<file path="config.mk">
export PLATFORM = sky130hd
export DESIGN_NAME = adc_host_ctrl
export DESIGN_NICKNAME = d
export VERILOG_FILES = /design/src/common/adc_ctrl_pkg.sv /design/src/core/chan_mem.sv /design/src/core/adc_host_ctrl.sv
export SDC_FILE = /design/constraint.sdc
export NUM_CORES = 1
export LEC_CHECK = 0
export BUFFER_PORTS_ARGS = -buffer_cell sky130_fd_sc_hd__buf_2
export CAP_MARGIN = 20
export CORE_MARGIN = 1
export CORE_UTILIZATION = 56
export CTS_BUF_LIST = sky130_fd_sc_hd__clkbuf_8
export DETAILED_ROUTE_END_ITERATION = 10
export GPL_TIMING_DRIVEN = 0
export HOLD_SLACK_MARGIN = 0.12
export PLACE_DENSITY = 0.92
export SYNTH_ARGS = -nofsm -noshare
export SYNTH_HDL_FRONTEND = slang
export SYNTH_SLANG_ARGS = --single-unit
</file>
<file path="constraint.sdc">
create_clock -name ref_clk_in -period 1.72 [get_ports ref_clk_in]
set_input_delay 0.172 -clock ref_clk_in [delete_from_list [all_inputs] [get_ports ref_clk_in]]
set_output_delay 0.172 -clock ref_clk_in [all_outputs]
set_load 0.005 [all_outputs]
</file>
<file path="src/common/adc_ctrl_pkg.sv">
// Package of constants and carrier types for the converter host controller
// Function
// - Input select is latched when conversion-active falls; host settles it beforehand.
// - Host keeps standby request high normally; low puts the device in standby.
// - Host without gated reads may tie chip select and read low, enable high.
// - Board straps configuration pin to control ground and test pin to supply.
`default_nettype none
package adc_ctrl_pkg;
    localparam int RESULT_W       = 12;
    localparam int CLK_HZ         = 50_000_000;
    localparam int MAX_RATE_HZ    = 1_500_000;
    // Least start spacing, rounded up to whole cycles
    localparam int START_GAP_CYC  = (CLK_HZ + MAX_RATE_HZ - 1) / MAX_RATE_HZ;
    localparam int SH_LOW_NS      = 60;
    localparam int CLK_NS         = 20;
    localparam int SH_LOW_CYC     = (SH_LOW_NS + CLK_NS - 1) / CLK_NS;
    localparam int RD_HOLD_NS     = 60;
    localparam int RD_HOLD_CYC    = (RD_HOLD_NS + CLK_NS - 1) / CLK_NS;
    localparam int CNT_W          = 8;
    localparam int FIFO_DEPTH     = 2;

    typedef struct packed {
        logic chip_select_n;
        logic sample_hold;
        logic read_n;
        logic output_enable;
        logic input_select;
        logic standby_request_n;
    } pin_ctrl_t;

    typedef struct packed {
        logic                channel;
        logic [RESULT_W-1:0] data;
    } sample_t;
endpackage : adc_ctrl_pkg
`default_nettype wire

</file>
<file path="src/core/chan_mem.sv">
// Small memory remembering the channel tag of each conversion in flight
`default_nettype none
module chan_mem
    import adc_ctrl_pkg::*;
#(
    parameter int DEPTH = FIFO_DEPTH
) (
    input  wire logic ref_clk_in,
    input  wire logic reset_in,
    input  wire logic wr_en_in,
    input  wire logic wr_data_in,
    input  wire logic rd_en_in,
    output var  logic rd_data_out,
    output var  logic empty_out
);
    localparam int AW = (DEPTH > 1) ? $clog2(DEPTH) : 1;
    logic [DEPTH-1:0] mem_reg, mem_next;
    logic [AW:0]      wp_reg, wp_next, rp_reg, rp_next;
    logic             rd_reg, rd_next;

    always_comb begin
        mem_next = mem_reg;
        wp_next  = wp_reg;
        rp_next  = rp_reg;
        rd_next  = rd_reg;
        // Overwrite on overflow; the controller never has more than DEPTH in flight
        if (wr_en_in) begin
            mem_next[wp_reg[AW-1:0]] = wr_data_in;
            wp_next = wp_reg + 1'b1;
        end
        if (rd_en_in && (wp_reg != rp_reg)) begin
            rd_next = mem_reg[rp_reg[AW-1:0]];
            rp_next = rp_reg + 1'b1;
        end
    end

    always_ff @(posedge ref_clk_in) begin
        if (reset_in) begin
            mem_reg <= '0;
            wp_reg  <= '0;
            rp_reg  <= '0;
            rd_reg  <= 1'b0;
        end else begin
            mem_reg <= mem_next;
            wp_reg  <= wp_next;
            rp_reg  <= rp_next;
            rd_reg  <= rd_next;
        end
    end

    assign rd_data_out = rd_reg;
    assign empty_out   = (wp_reg == rp_reg);
endmodule : chan_mem
`default_nettype wire

</file>
<file path="src/core/adc_host_ctrl.sv">
// Host controller driving the converter's pins and collecting results
`default_nettype none
module adc_host_ctrl
    import adc_ctrl_pkg::*;
#(
    parameter int GAP_CYC  = START_GAP_CYC,
    parameter int LOW_CYC  = SH_LOW_CYC,
    parameter int HOLD_CYC = RD_HOLD_CYC
) (
    input  wire logic                ref_clk_in,
    input  wire logic                reset_in,
    // User side
    input  wire logic                start_in,
    input  wire logic                channel_in,
    input  wire logic                standby_in,
    output var  logic                busy_out,
    output var  logic                result_valid_out,
    output var  logic [RESULT_W-1:0] result_data_out,
    output var  logic                result_channel_out,
    // Device pins
    output var  logic                chip_select_n_out,
    output var  logic                sample_hold_out,
    output var  logic                read_n_out,
    output var  logic                output_enable_out,
    output var  logic                input_select_out,
    output var  logic                standby_request_n_out,
    input  wire logic                conv_active_in,
    input  wire logic                done_irq_n_in,
    input  wire logic [RESULT_W-1:0] result_bus_in
);
    typedef enum logic [2:0] {IDLE, SETUP, SH_LOW, WAIT_DONE, READ, RECOVER} state_t;

    state_t              state_reg, state_next;
    pin_ctrl_t           pins_reg, pins_next;
    logic [CNT_W-1:0]    cnt_reg, cnt_next;
    logic [CNT_W-1:0]    gap_reg, gap_next;
    logic                valid_reg, valid_next;
    logic [RESULT_W-1:0] data_reg, data_next;
    logic                chan_reg, chan_next;
    logic                tag_wr, tag_rd, tag_q, tag_empty;
    logic                start_ok;
    logic                cnt_zero;
    logic                irq_seen;
    logic                busy_reg, busy_next;

    function automatic logic [CNT_W-1:0] cyc(input int n);
        return CNT_W'(n);
    endfunction : cyc

    chan_mem #(.DEPTH(FIFO_DEPTH)) u_chan_mem (
        .ref_clk_in (ref_clk_in),
        .reset_in   (reset_in),
        .wr_en_in   (tag_wr),
        .wr_data_in (pins_reg.input_select),
        .rd_en_in   (tag_rd),
        .rd_data_out(tag_q),
        .empty_out  (tag_empty)
    );

    // Conversion-active high means the device can take another start
    assign start_ok = start_in && !standby_in && conv_active_in && (gap_reg == '0);
    assign cnt_zero = (cnt_reg == '0);
    assign irq_seen = !done_irq_n_in;

    // Sequencer
    always_comb begin
        state_next = state_reg;
        unique case (state_reg)
            IDLE: begin
                if (start_ok) begin
                    state_next = SETUP;
                end
            end
            SETUP: begin
                state_next = SH_LOW;
            end
            SH_LOW: begin
                if (cnt_zero) begin
                    state_next = WAIT_DONE;
                end
            end
            WAIT_DONE: begin
                // No timeout: a device that never interrupts keeps the controller here
                if (irq_seen) begin
                    state_next = READ;
                end
            end
            READ: begin
                if (cnt_zero) begin
                    state_next = RECOVER;
                end
            end
            RECOVER: begin
                state_next = IDLE;
            end
        endcase
    end

    always_ff @(posedge ref_clk_in) begin
        if (reset_in) begin
            state_reg <= IDLE;
        end else begin
            state_reg <= state_next;
        end
    end

    // Pin drive; chip select stays low across the whole transfer
    // Mode and test straps are board wiring and never driven here
    always_comb begin
        pins_next = pins_reg;
        pins_next.standby_request_n = ~standby_in;
        unique case (state_reg)
            IDLE: begin
                if (start_ok) begin
                    pins_next.input_select  = channel_in;
                    pins_next.chip_select_n = 1'b0;
                end
            end
            SETUP: begin
                pins_next.sample_hold = 1'b0;
            end
            SH_LOW: begin
                if (cnt_zero) begin
                    pins_next.sample_hold = 1'b1;
                end
            end
            WAIT_DONE: begin
                // Select held past the conversion-active fall so it is latched cleanly
                // Gated reads rather than tied pins, so the bus is free between results
                if (irq_seen) begin
                    pins_next.read_n        = 1'b0;
                    pins_next.output_enable = 1'b1;
                end
            end
            READ: begin
                if (cnt_zero) begin
                    pins_next.read_n        = 1'b1;
                    pins_next.output_enable = 1'b0;
                    pins_next.chip_select_n = 1'b1;
                end
            end
            RECOVER: begin
                pins_next.chip_select_n = 1'b1;
            end
        endcase
    end

    always_ff @(posedge ref_clk_in) begin
        if (reset_in) begin
            pins_reg <= '{chip_select_n: 1'b1, sample_hold: 1'b1, read_n: 1'b1,
                          output_enable: 1'b0, input_select: 1'b0, standby_request_n: 1'b1};
        end else begin
            pins_reg <= pins_next;
        end
    end

    // Phase and start-gap counters only count down, so a stale load cannot stretch a phase
    always_comb begin
        cnt_next = cnt_zero ? cnt_reg : cnt_reg - 1'b1;
        gap_next = (gap_reg != '0) ? gap_reg - 1'b1 : gap_reg;
        if (state_reg == SETUP) begin
            cnt_next = cyc(LOW_CYC);
            gap_next = cyc(GAP_CYC);
        end
        if ((state_reg == WAIT_DONE) && irq_seen) begin
            cnt_next = cyc(HOLD_CYC);
        end
    end

    always_ff @(posedge ref_clk_in) begin
        if (reset_in) begin
            cnt_reg <= '0;
            gap_reg <= '0;
        end else begin
            cnt_reg <= cnt_next;
            gap_reg <= gap_next;
        end
    end

    // Channel tags pair with results in start order
    assign tag_wr = (state_reg == SETUP);
    assign tag_rd = (state_reg == READ) && cnt_zero && !tag_empty;

    // Result capture while the bus is still driven
    always_comb begin
        valid_next = 1'b0;
        data_next  = data_reg;
        chan_next  = chan_reg;
        if ((state_reg == READ) && cnt_zero) begin
            data_next = result_bus_in;
        end
        if (state_reg == RECOVER) begin
            valid_next = 1'b1;
            chan_next  = tag_q;
        end
    end

    always_ff @(posedge ref_clk_in) begin
        if (reset_in) begin
            valid_reg <= 1'b0;
            data_reg  <= '0;
            chan_reg  <= 1'b0;
        end else begin
            valid_reg <= valid_next;
            data_reg  <= data_next;
            chan_reg  <= chan_next;
        end
    end

    // Busy looks one state ahead so it rises with chip select
    always_comb begin
        busy_next = (state_next != IDLE);
    end

    always_ff @(posedge ref_clk_in) begin
        if (reset_in) begin
            busy_reg <= 1'b0;
        end else begin
            busy_reg <= busy_next;
        end
    end

    assign busy_out              = busy_reg;
    assign result_valid_out      = valid_reg;
    assign result_data_out       = data_reg;
    assign result_channel_out    = chan_reg;
    assign chip_select_n_out     = pins_reg.chip_select_n;
    assign sample_hold_out       = pins_reg.sample_hold;
    assign read_n_out            = pins_reg.read_n;
    assign output_enable_out     = pins_reg.output_enable;
    assign input_select_out      = pins_reg.input_select;
    assign standby_request_n_out = pins_reg.standby_request_n;
endmodule : adc_host_ctrl
`default_nettype wire

</file>
==> impl_metrics.env, run 1 <==
export IMPL_cpMaxStageDelayCell="dfxtp_2"
export IMPL_cpPeakStageDelay_ns=0.35
export IMPL_status="complete, but fails checks"
export IMPL_post_route_period_util_pct=100.4
export IMPL_rsz0062_at_grt="true"
export IMPL_synthToLayoutAreaGrowth_pct=28.09
export IMPL_crit_family="simple AND/OR/NAND/NOR gates"
export IMPL_drive_gt1_share_pct=25.91
export IMPL_worstHoldPathCells=3
export IMPL_critPathBufInv=2
export IMPL_start_kind="flop"
export IMPL_power_static_leakage_nw=1.171
export IMPL_violations="negative setup slack"
export IMPL_final_min_clock_period_ns=1.726
export IMPL_io_buffers=38
export IMPL_die_h_um=61.70
export IMPL_dpl_hpwl_mm=2.857
export IMPL_cts_buffers=5
export IMPL_grt_total_usage_pct=25.19
export IMPL_drc=0
export IMPL_dp_cells=297
export IMPL_cp_depth=7
export IMPL_max_cap_violations=0
export IMPL_clock_sinks=47
export IMPL_ant_nets=0
export IMPL_synth_top_flop_cell="dfxtp_1"
export IMPL_core_region_area_um2=3363
export IMPL_total_power_mw=3.947
export IMPL_die_w_um=61.70
export IMPL_max_slew_margin_pct=68.57
export IMPL_yosys_area_top_type="dfxtp_1"
export IMPL_synth_distinct_cells=37
export IMPL_boundaryPins=40
export IMPL_rr_endpoint="u_chan_mem.rp_reg[1]"
export IMPL_finalSetupViolCount=1
export IMPL_ys_ff_latch=47
export IMPL_final_net_count=296
export IMPL_r2r_cells=7
export IMPL_r2r_start="cnt_reg[1]"
export IMPL_routabilityCongestion=0.8261
export IMPL_totalWireLength_mm=4.757
export IMPL_fin_skew_ns=0.01334
export IMPL_syn_cell_area_um2=1996
export IMPL_grt_pass1_vias=1613
export IMPL_setup_ws_ns=-0.006101
export IMPL_drt_iter0_markers=93
export IMPL_largest_reg_flops=12
export IMPL_slew_violations=0
export IMPL_root_buffer="clkbuf_8"
export IMPL_timing_reg2reg_setup_slack_ns=-0.006
export IMPL_final_setup_tns_ns=-0.006101
export IMPL_ys_seq_area_share_pct=47.15
export IMPL_grt_max_degree=17
export IMPL_worst_slew_pin_slew_ns=0.4715
export IMPL_num_vias=1714
export IMPL_ys_warn_count=0
export IMPL_synth_net_count=236
export IMPL_hold_class="in -> reg"
export IMPL_whs_ns=0.1382
export IMPL_clk_latency_ns=0.30
export IMPL_mostFrequentLayoutCells="45 x dfxtp_1, 38 x nor2_1, 38 x buf_2, 16 x nand2_1, 15 x a21oi_1"
export IMPL_first_pass_iters=4
export IMPL_cp_arrival_ns=1.95
export IMPL_grt_overflow=0
export IMPL_finalHoldViolCount=0
export IMPL_synth_edff_count=0
export IMPL_hold_start="result_bus_in[11]"
export IMPL_synthArstFlopShare_pct=0
export IMPL_place_area_um2=2243
export IMPL_powerDensity_nw_per_um2=1544
export IMPL_peakVddDrop_mv=0.7782
export IMPL_cts_buffer_depth=2
export IMPL_fp_row_count=21
export IMPL_postSynthAreaPerCell_um2=9.369
export IMPL_criticalPathCategory="reg -> reg"
export IMPL_grt_pass1_wl_mm=6.969
export IMPL_start_util_pct=59.34
export IMPL_dieArea_um2=3806
export IMPL_antenna_found_initial=0
export IMPL_avgRoutedWirePerCell_um=14.87
export IMPL_clk_pin_slew_ns=0.10
export IMPL_holdPathEnd="result_data_out[11]"
export IMPL_syn_inst=213
export IMPL_cp_max_fo=4
export IMPL_htreeDepth=2
export IMPL_critPathCaptureType="flop"
export IMPL_fin_area_um2=2556
export IMPL_final_common_cell="dfxtp_1"
export IMPL_final_util_pct=76.00
export IMPL_vias_per_cell=5.356
export IMPL_synth_top_area_share_pct=47.15
export IMPL_dp_worst_setup_slack_ns=-0.1156
export IMPL_worstPathCellList="inv_1, ha_1, nor3b_4, buf_4, o2111ai_4, or3_1, a21oi_1"
export IMPL_antennaDiodeCount=0
export IMPL_timing_fmax_ghz=0.5793
export IMPL_cts_tree="yes"
export IMPL_required_ns=1.95
export IMPL_stdcell_count=320
export IMPL_netlist_top_cells_area="dfxtp_1 47%, nor2_1 7.1%, mux2i_1 7.0%"
repair_timing:
item,4_1_cts,5_1_grt
endpoints found under the hold margin,12,0
gates resized for setup,2,14
endpoints found under the setup margin,11,17
setup buffers,1,3
hold buffers,12,0
pin swaps,1,1
kinds of logic after synthesis:
| kind of cell | count (synthesis) | synth area share, % |
|---|---|---|
| flops | 47 | 47.15 |
| mux | 17 | 8.714 |
| compound gates | 28 | 8.652 |
| fa+ha+maj | 4 | 2.508 |
| xor+xnor | 17 | 7.461 |
| simple gates | 86 | 22.76 |
| buf+inv | 14 | 2.758 |
worst max-delay path by stage:
stage                          start                    to  slack, ns
after global routing      cnt_reg[1]  u_chan_mem.rp_reg[1]      -0.05
after CTS                 cnt_reg[0]    result_data_out[5]      0.003
after floorplan           cnt_reg[0]  u_chan_mem.rp_reg[1]       0.15
after global placement    cnt_reg[0]    result_data_out[8]      -0.05
final                     cnt_reg[1]  u_chan_mem.rp_reg[1]     -0.006
after detailed placement  cnt_reg[0]    result_data_out[1]      -0.12
report_power, final:
part	internal [mW]	switching (mW)	total, mW	leakage, nW
Sequential	1.32	0.293	1.61	0.383
Clock	0.291	0.385	0.676	0.0408
Combinational	0.807	0.852	1.66	0.747
Total	2.42	1.53	3.95	1.17
worst reg2reg max path: stages (launching register included):
cell and delay (ns):
dfxtp_2 0.35, inv_1 0.09, ha_1 0.16, nor3b_4 0.18, buf_4 0.18, o2111ai_4 0.14
or3_1 0.35, a21oi_1 0.19
cells in the mapped netlist, types with 2 or more instances:
library cell   n
mux2_2         3
nand2_1       16
buf_2          2
a221oi_1       2
inv_1          6
mux2i_1       14
ha_1           4
nor3_1         6
dfxtp_1       47
and3b_1        2
xnor2_1        8
nor2b_1        3
xor2_1         9
nor3b_2        3
clkbuf_1       6
nand3b_1       2
or3b_1         2
a21oi_1       15
nand3_1        4
nor2_1        38
o21ai_0        5
metal layers:
| metal | share of wire (%) | global-route usage, % |
|---|---|---|
| met5 | 0 | 0 |
| met4 | 2.6 | 10.48 |
| met3 | 4.3 | 6.832 |
| met2 | 53 | 43.47 |
| met1 | 40 | 29.56 |
final cells by class:
class	instances	area, um2
Multi-Input combinational cell	152	1062
Sequential cell	47	943.4
Fill cell	218	807.0
Timing Repair Buffer	54	340.3
Clock buffer	5	68.82
Tap cell	46	57.56
Buffer	7	37.54
Clock inverter	3	23.77
Inverter	6	22.52
No activity file was read; power rests on OpenSTA's default activity.
==> run 2: changes to the inputs <==
- CORE_UTILIZATION: 56 -> 50
- PLACE_DENSITY: 0.92 -> 0.87
- clock period: 1.72 -> 1.5 ns (I/O delays scaled with it)
==> impl_metrics.env, run 2 (same netlist as run 1, synthesis figures left out) <==
export IMPL_status="complete, but fails checks"
export IMPL_violations="negative setup slack"
export IMPL_cp_depth=8
export IMPL_ant_nets=0
export IMPL_antennaDiodeCount=0
export IMPL_switching_power_mw=2.137
export IMPL_timing_reg2reg_setup_slack_ns=-0.15
export IMPL_mostFrequentLayoutCells="40 x dfxtp_1, 38 x buf_2, 35 x nor2_1, 16 x buf_4, 15 x nand2_1"
export IMPL_p_clk_share_pct=15.9
export IMPL_final_common_cell="dfxtp_1"
export IMPL_start_util_pct=53.31
export IMPL_cts_buffers=5
export IMPL_r2r_start="cnt_reg[0]"
export IMPL_slew_violations=0
export IMPL_dieArea_um2=4248
export IMPL_htreeDepth=2
export IMPL_rr_endpoint="result_data_out[4]"
export IMPL_criticalPathCategory="reg -> reg"
export IMPL_io_buffers=38
export IMPL_required_ns=1.66
export IMPL_holdPathEnd="state_reg[2]"
export IMPL_drc=0
export IMPL_vias_per_cell=5.642
export IMPL_total_power_mw=5.396
export IMPL_clock_sinks=47
export IMPL_cpMaxStageDelayCell="dfxtp_2"
export IMPL_cp_arrival_ns=1.82
export IMPL_final_net_count=315
export IMPL_power_static_leakage_nw=1.303
export IMPL_synthToLayoutAreaGrowth_pct=45.96
export IMPL_grt_total_usage_pct=26.46
export IMPL_hold_class="in -> reg"
export IMPL_r2r_cells=8
export IMPL_worst_slew_pin_slew_ns=0.6085
export IMPL_worstHoldPathCells=3
export IMPL_crit_family="buffers and inverters"
export IMPL_antenna_found_initial=0
export IMPL_grt_overflow=0
export IMPL_cts_tree="yes"
export IMPL_routabilityCongestion=0.7826
export IMPL_setup_ws_ns=-0.1534
export IMPL_sw_frac_of_total_pct=39.60
export IMPL_fin_skew_ns=0.006438
export IMPL_start_kind="flop"
export IMPL_critPathBufInv=3
export IMPL_dp_worst_setup_slack_ns=-0.2114
export IMPL_drt_iter0_markers=101
export IMPL_post_route_period_util_pct=110.2
export IMPL_totalWireLength_mm=6.181
export IMPL_timing_fmax_ghz=0.6048
export IMPL_p_comb_share_pct=48.4
export IMPL_grt_max_degree=15
export IMPL_max_cap_violations=0
export IMPL_core_region_area_um2=3744
export IMPL_num_vias=1924
export IMPL_power_internal_mw=3.259
export IMPL_finalHoldViolCount=0
export IMPL_grt_pass1_wl_mm=8.424
export IMPL_drive_gt1_share_pct=39.93
export IMPL_hold_start="done_irq_n_in"
export IMPL_boundaryPins=40
export IMPL_cts_buffer_depth=2
export IMPL_finalSetupViolCount=20
export IMPL_fp_row_count=22
export IMPL_clk_latency_ns=0.31
export IMPL_critPathCaptureType="flop"
export IMPL_die_h_um=65.18
export IMPL_rsz0062_at_grt="true"
export IMPL_peakVddDrop_mv=1.099
export IMPL_dpl_hpwl_mm=2.789
export IMPL_cp_max_fo=5
export IMPL_first_pass_iters=4
export IMPL_seqPwrFrac_pct=35.7
export IMPL_die_w_um=65.18
export IMPL_root_buffer="clkbuf_8"
export IMPL_avgRoutedWirePerCell_um=18.13
export IMPL_worstPathCellList="inv_2, ha_4, nor3b_4, buf_6, nand3_4, buf_8, mux2i_2, nor2_1"
export IMPL_final_util_pct=77.81
export IMPL_max_slew_margin_pct=59.43
export IMPL_clk_pin_slew_ns=0.09
export IMPL_cpPeakStageDelay_ns=0.34
export IMPL_grt_pass1_vias=1803
export IMPL_final_min_clock_period_ns=1.653
export IMPL_largest_reg_flops=12
export IMPL_powerDensity_nw_per_um2=1852
==> run 2: stage by stage <==
stage	std cells	setup TNS, ns	hold WS, ns	instance area (um2)
5_1_grt	341	-1.932	0.2634	2913
6_report	341	-1.158	0.2308	2913
4_1_cts	333	-0.006887	0.1977	2710
3_3_place_gp	299	-2.097	0.3308	2255
3_5_place_dp	299	-2.873	0.3416	2255
2_1_floorplan	213	-0.006514	0.2237	2004
==> run 2: layer usage <==
| layer | wire [um] | GRT usage, % |
|---|---|---|
| met2 | 3190 | 44.59 |
| met4 | 261 | 13.04 |
| met5 | 0 | 0 |
| met1 | 2412 | 31.18 |
| met3 | 317 | 6.424 |
==> run 2: worst register-to-register path, cell delays in order, from the launching register on <==
cell	delay (ns)
dfxtp_2	0.34
inv_2	0.09
ha_4	0.14
nor3b_4	0.18
buf_6	0.16
nand3_4	0.13
buf_8	0.19
mux2i_2	0.20
nor2_1	0.09
==> run 2: layout make-up <==
class	instances	area, um2
well taps	48	60.06
repair buffers	73	531.8
clock buffers	7	96.34
clock inverters	1	7.507
fillers	216	830.8
inverters	6	27.53
flip-flops and latches	47	954.7
multi-input cells	152	1189
plain buffers	7	46.29
==> run 2: power groups by stage <==
stage / Sequential [mW] / Combinational (mW) / Clock, mW
after floorplan: 1.75 / 1.33 / 0
after CTS: 1.85 / 2.01 / 0.845
after global routing: 1.96 / 2.74 / 0.914
final: 1.93 / 2.61 / 0.857
after global placement: 1.78 / 1.57 / 0
after detailed placement: 1.80 / 1.63 / 0
==> run 2: worst max-delay path by stage <==
stage	startpoint	to	slack [ns]
final	cnt_reg[0]	result_data_out[4]	-0.15
after global placement	cnt_reg[0]	result_data_out[3]	-0.17
after CTS	gap_reg[0]	gap_reg[5]	-0.007
after detailed placement	cnt_reg[0]	result_data_out[9]	-0.21
after global routing	cnt_reg[0]	result_data_out[7]	-0.16
after floorplan	cnt_reg[0]	u_chan_mem.rp_reg[1]	-0.007
==> run 2: timing repair <==
item / 4_1_cts / 5_1_grt
setup endpoints to repair: 33 / 35
hold buffers: 14 / 0
endpoints found under the hold margin: 14 / 0
pin swaps: 8 / 9
gates cloned: 1 / 0
resized for setup: 26 / 39
buffers inserted: 12 / 8
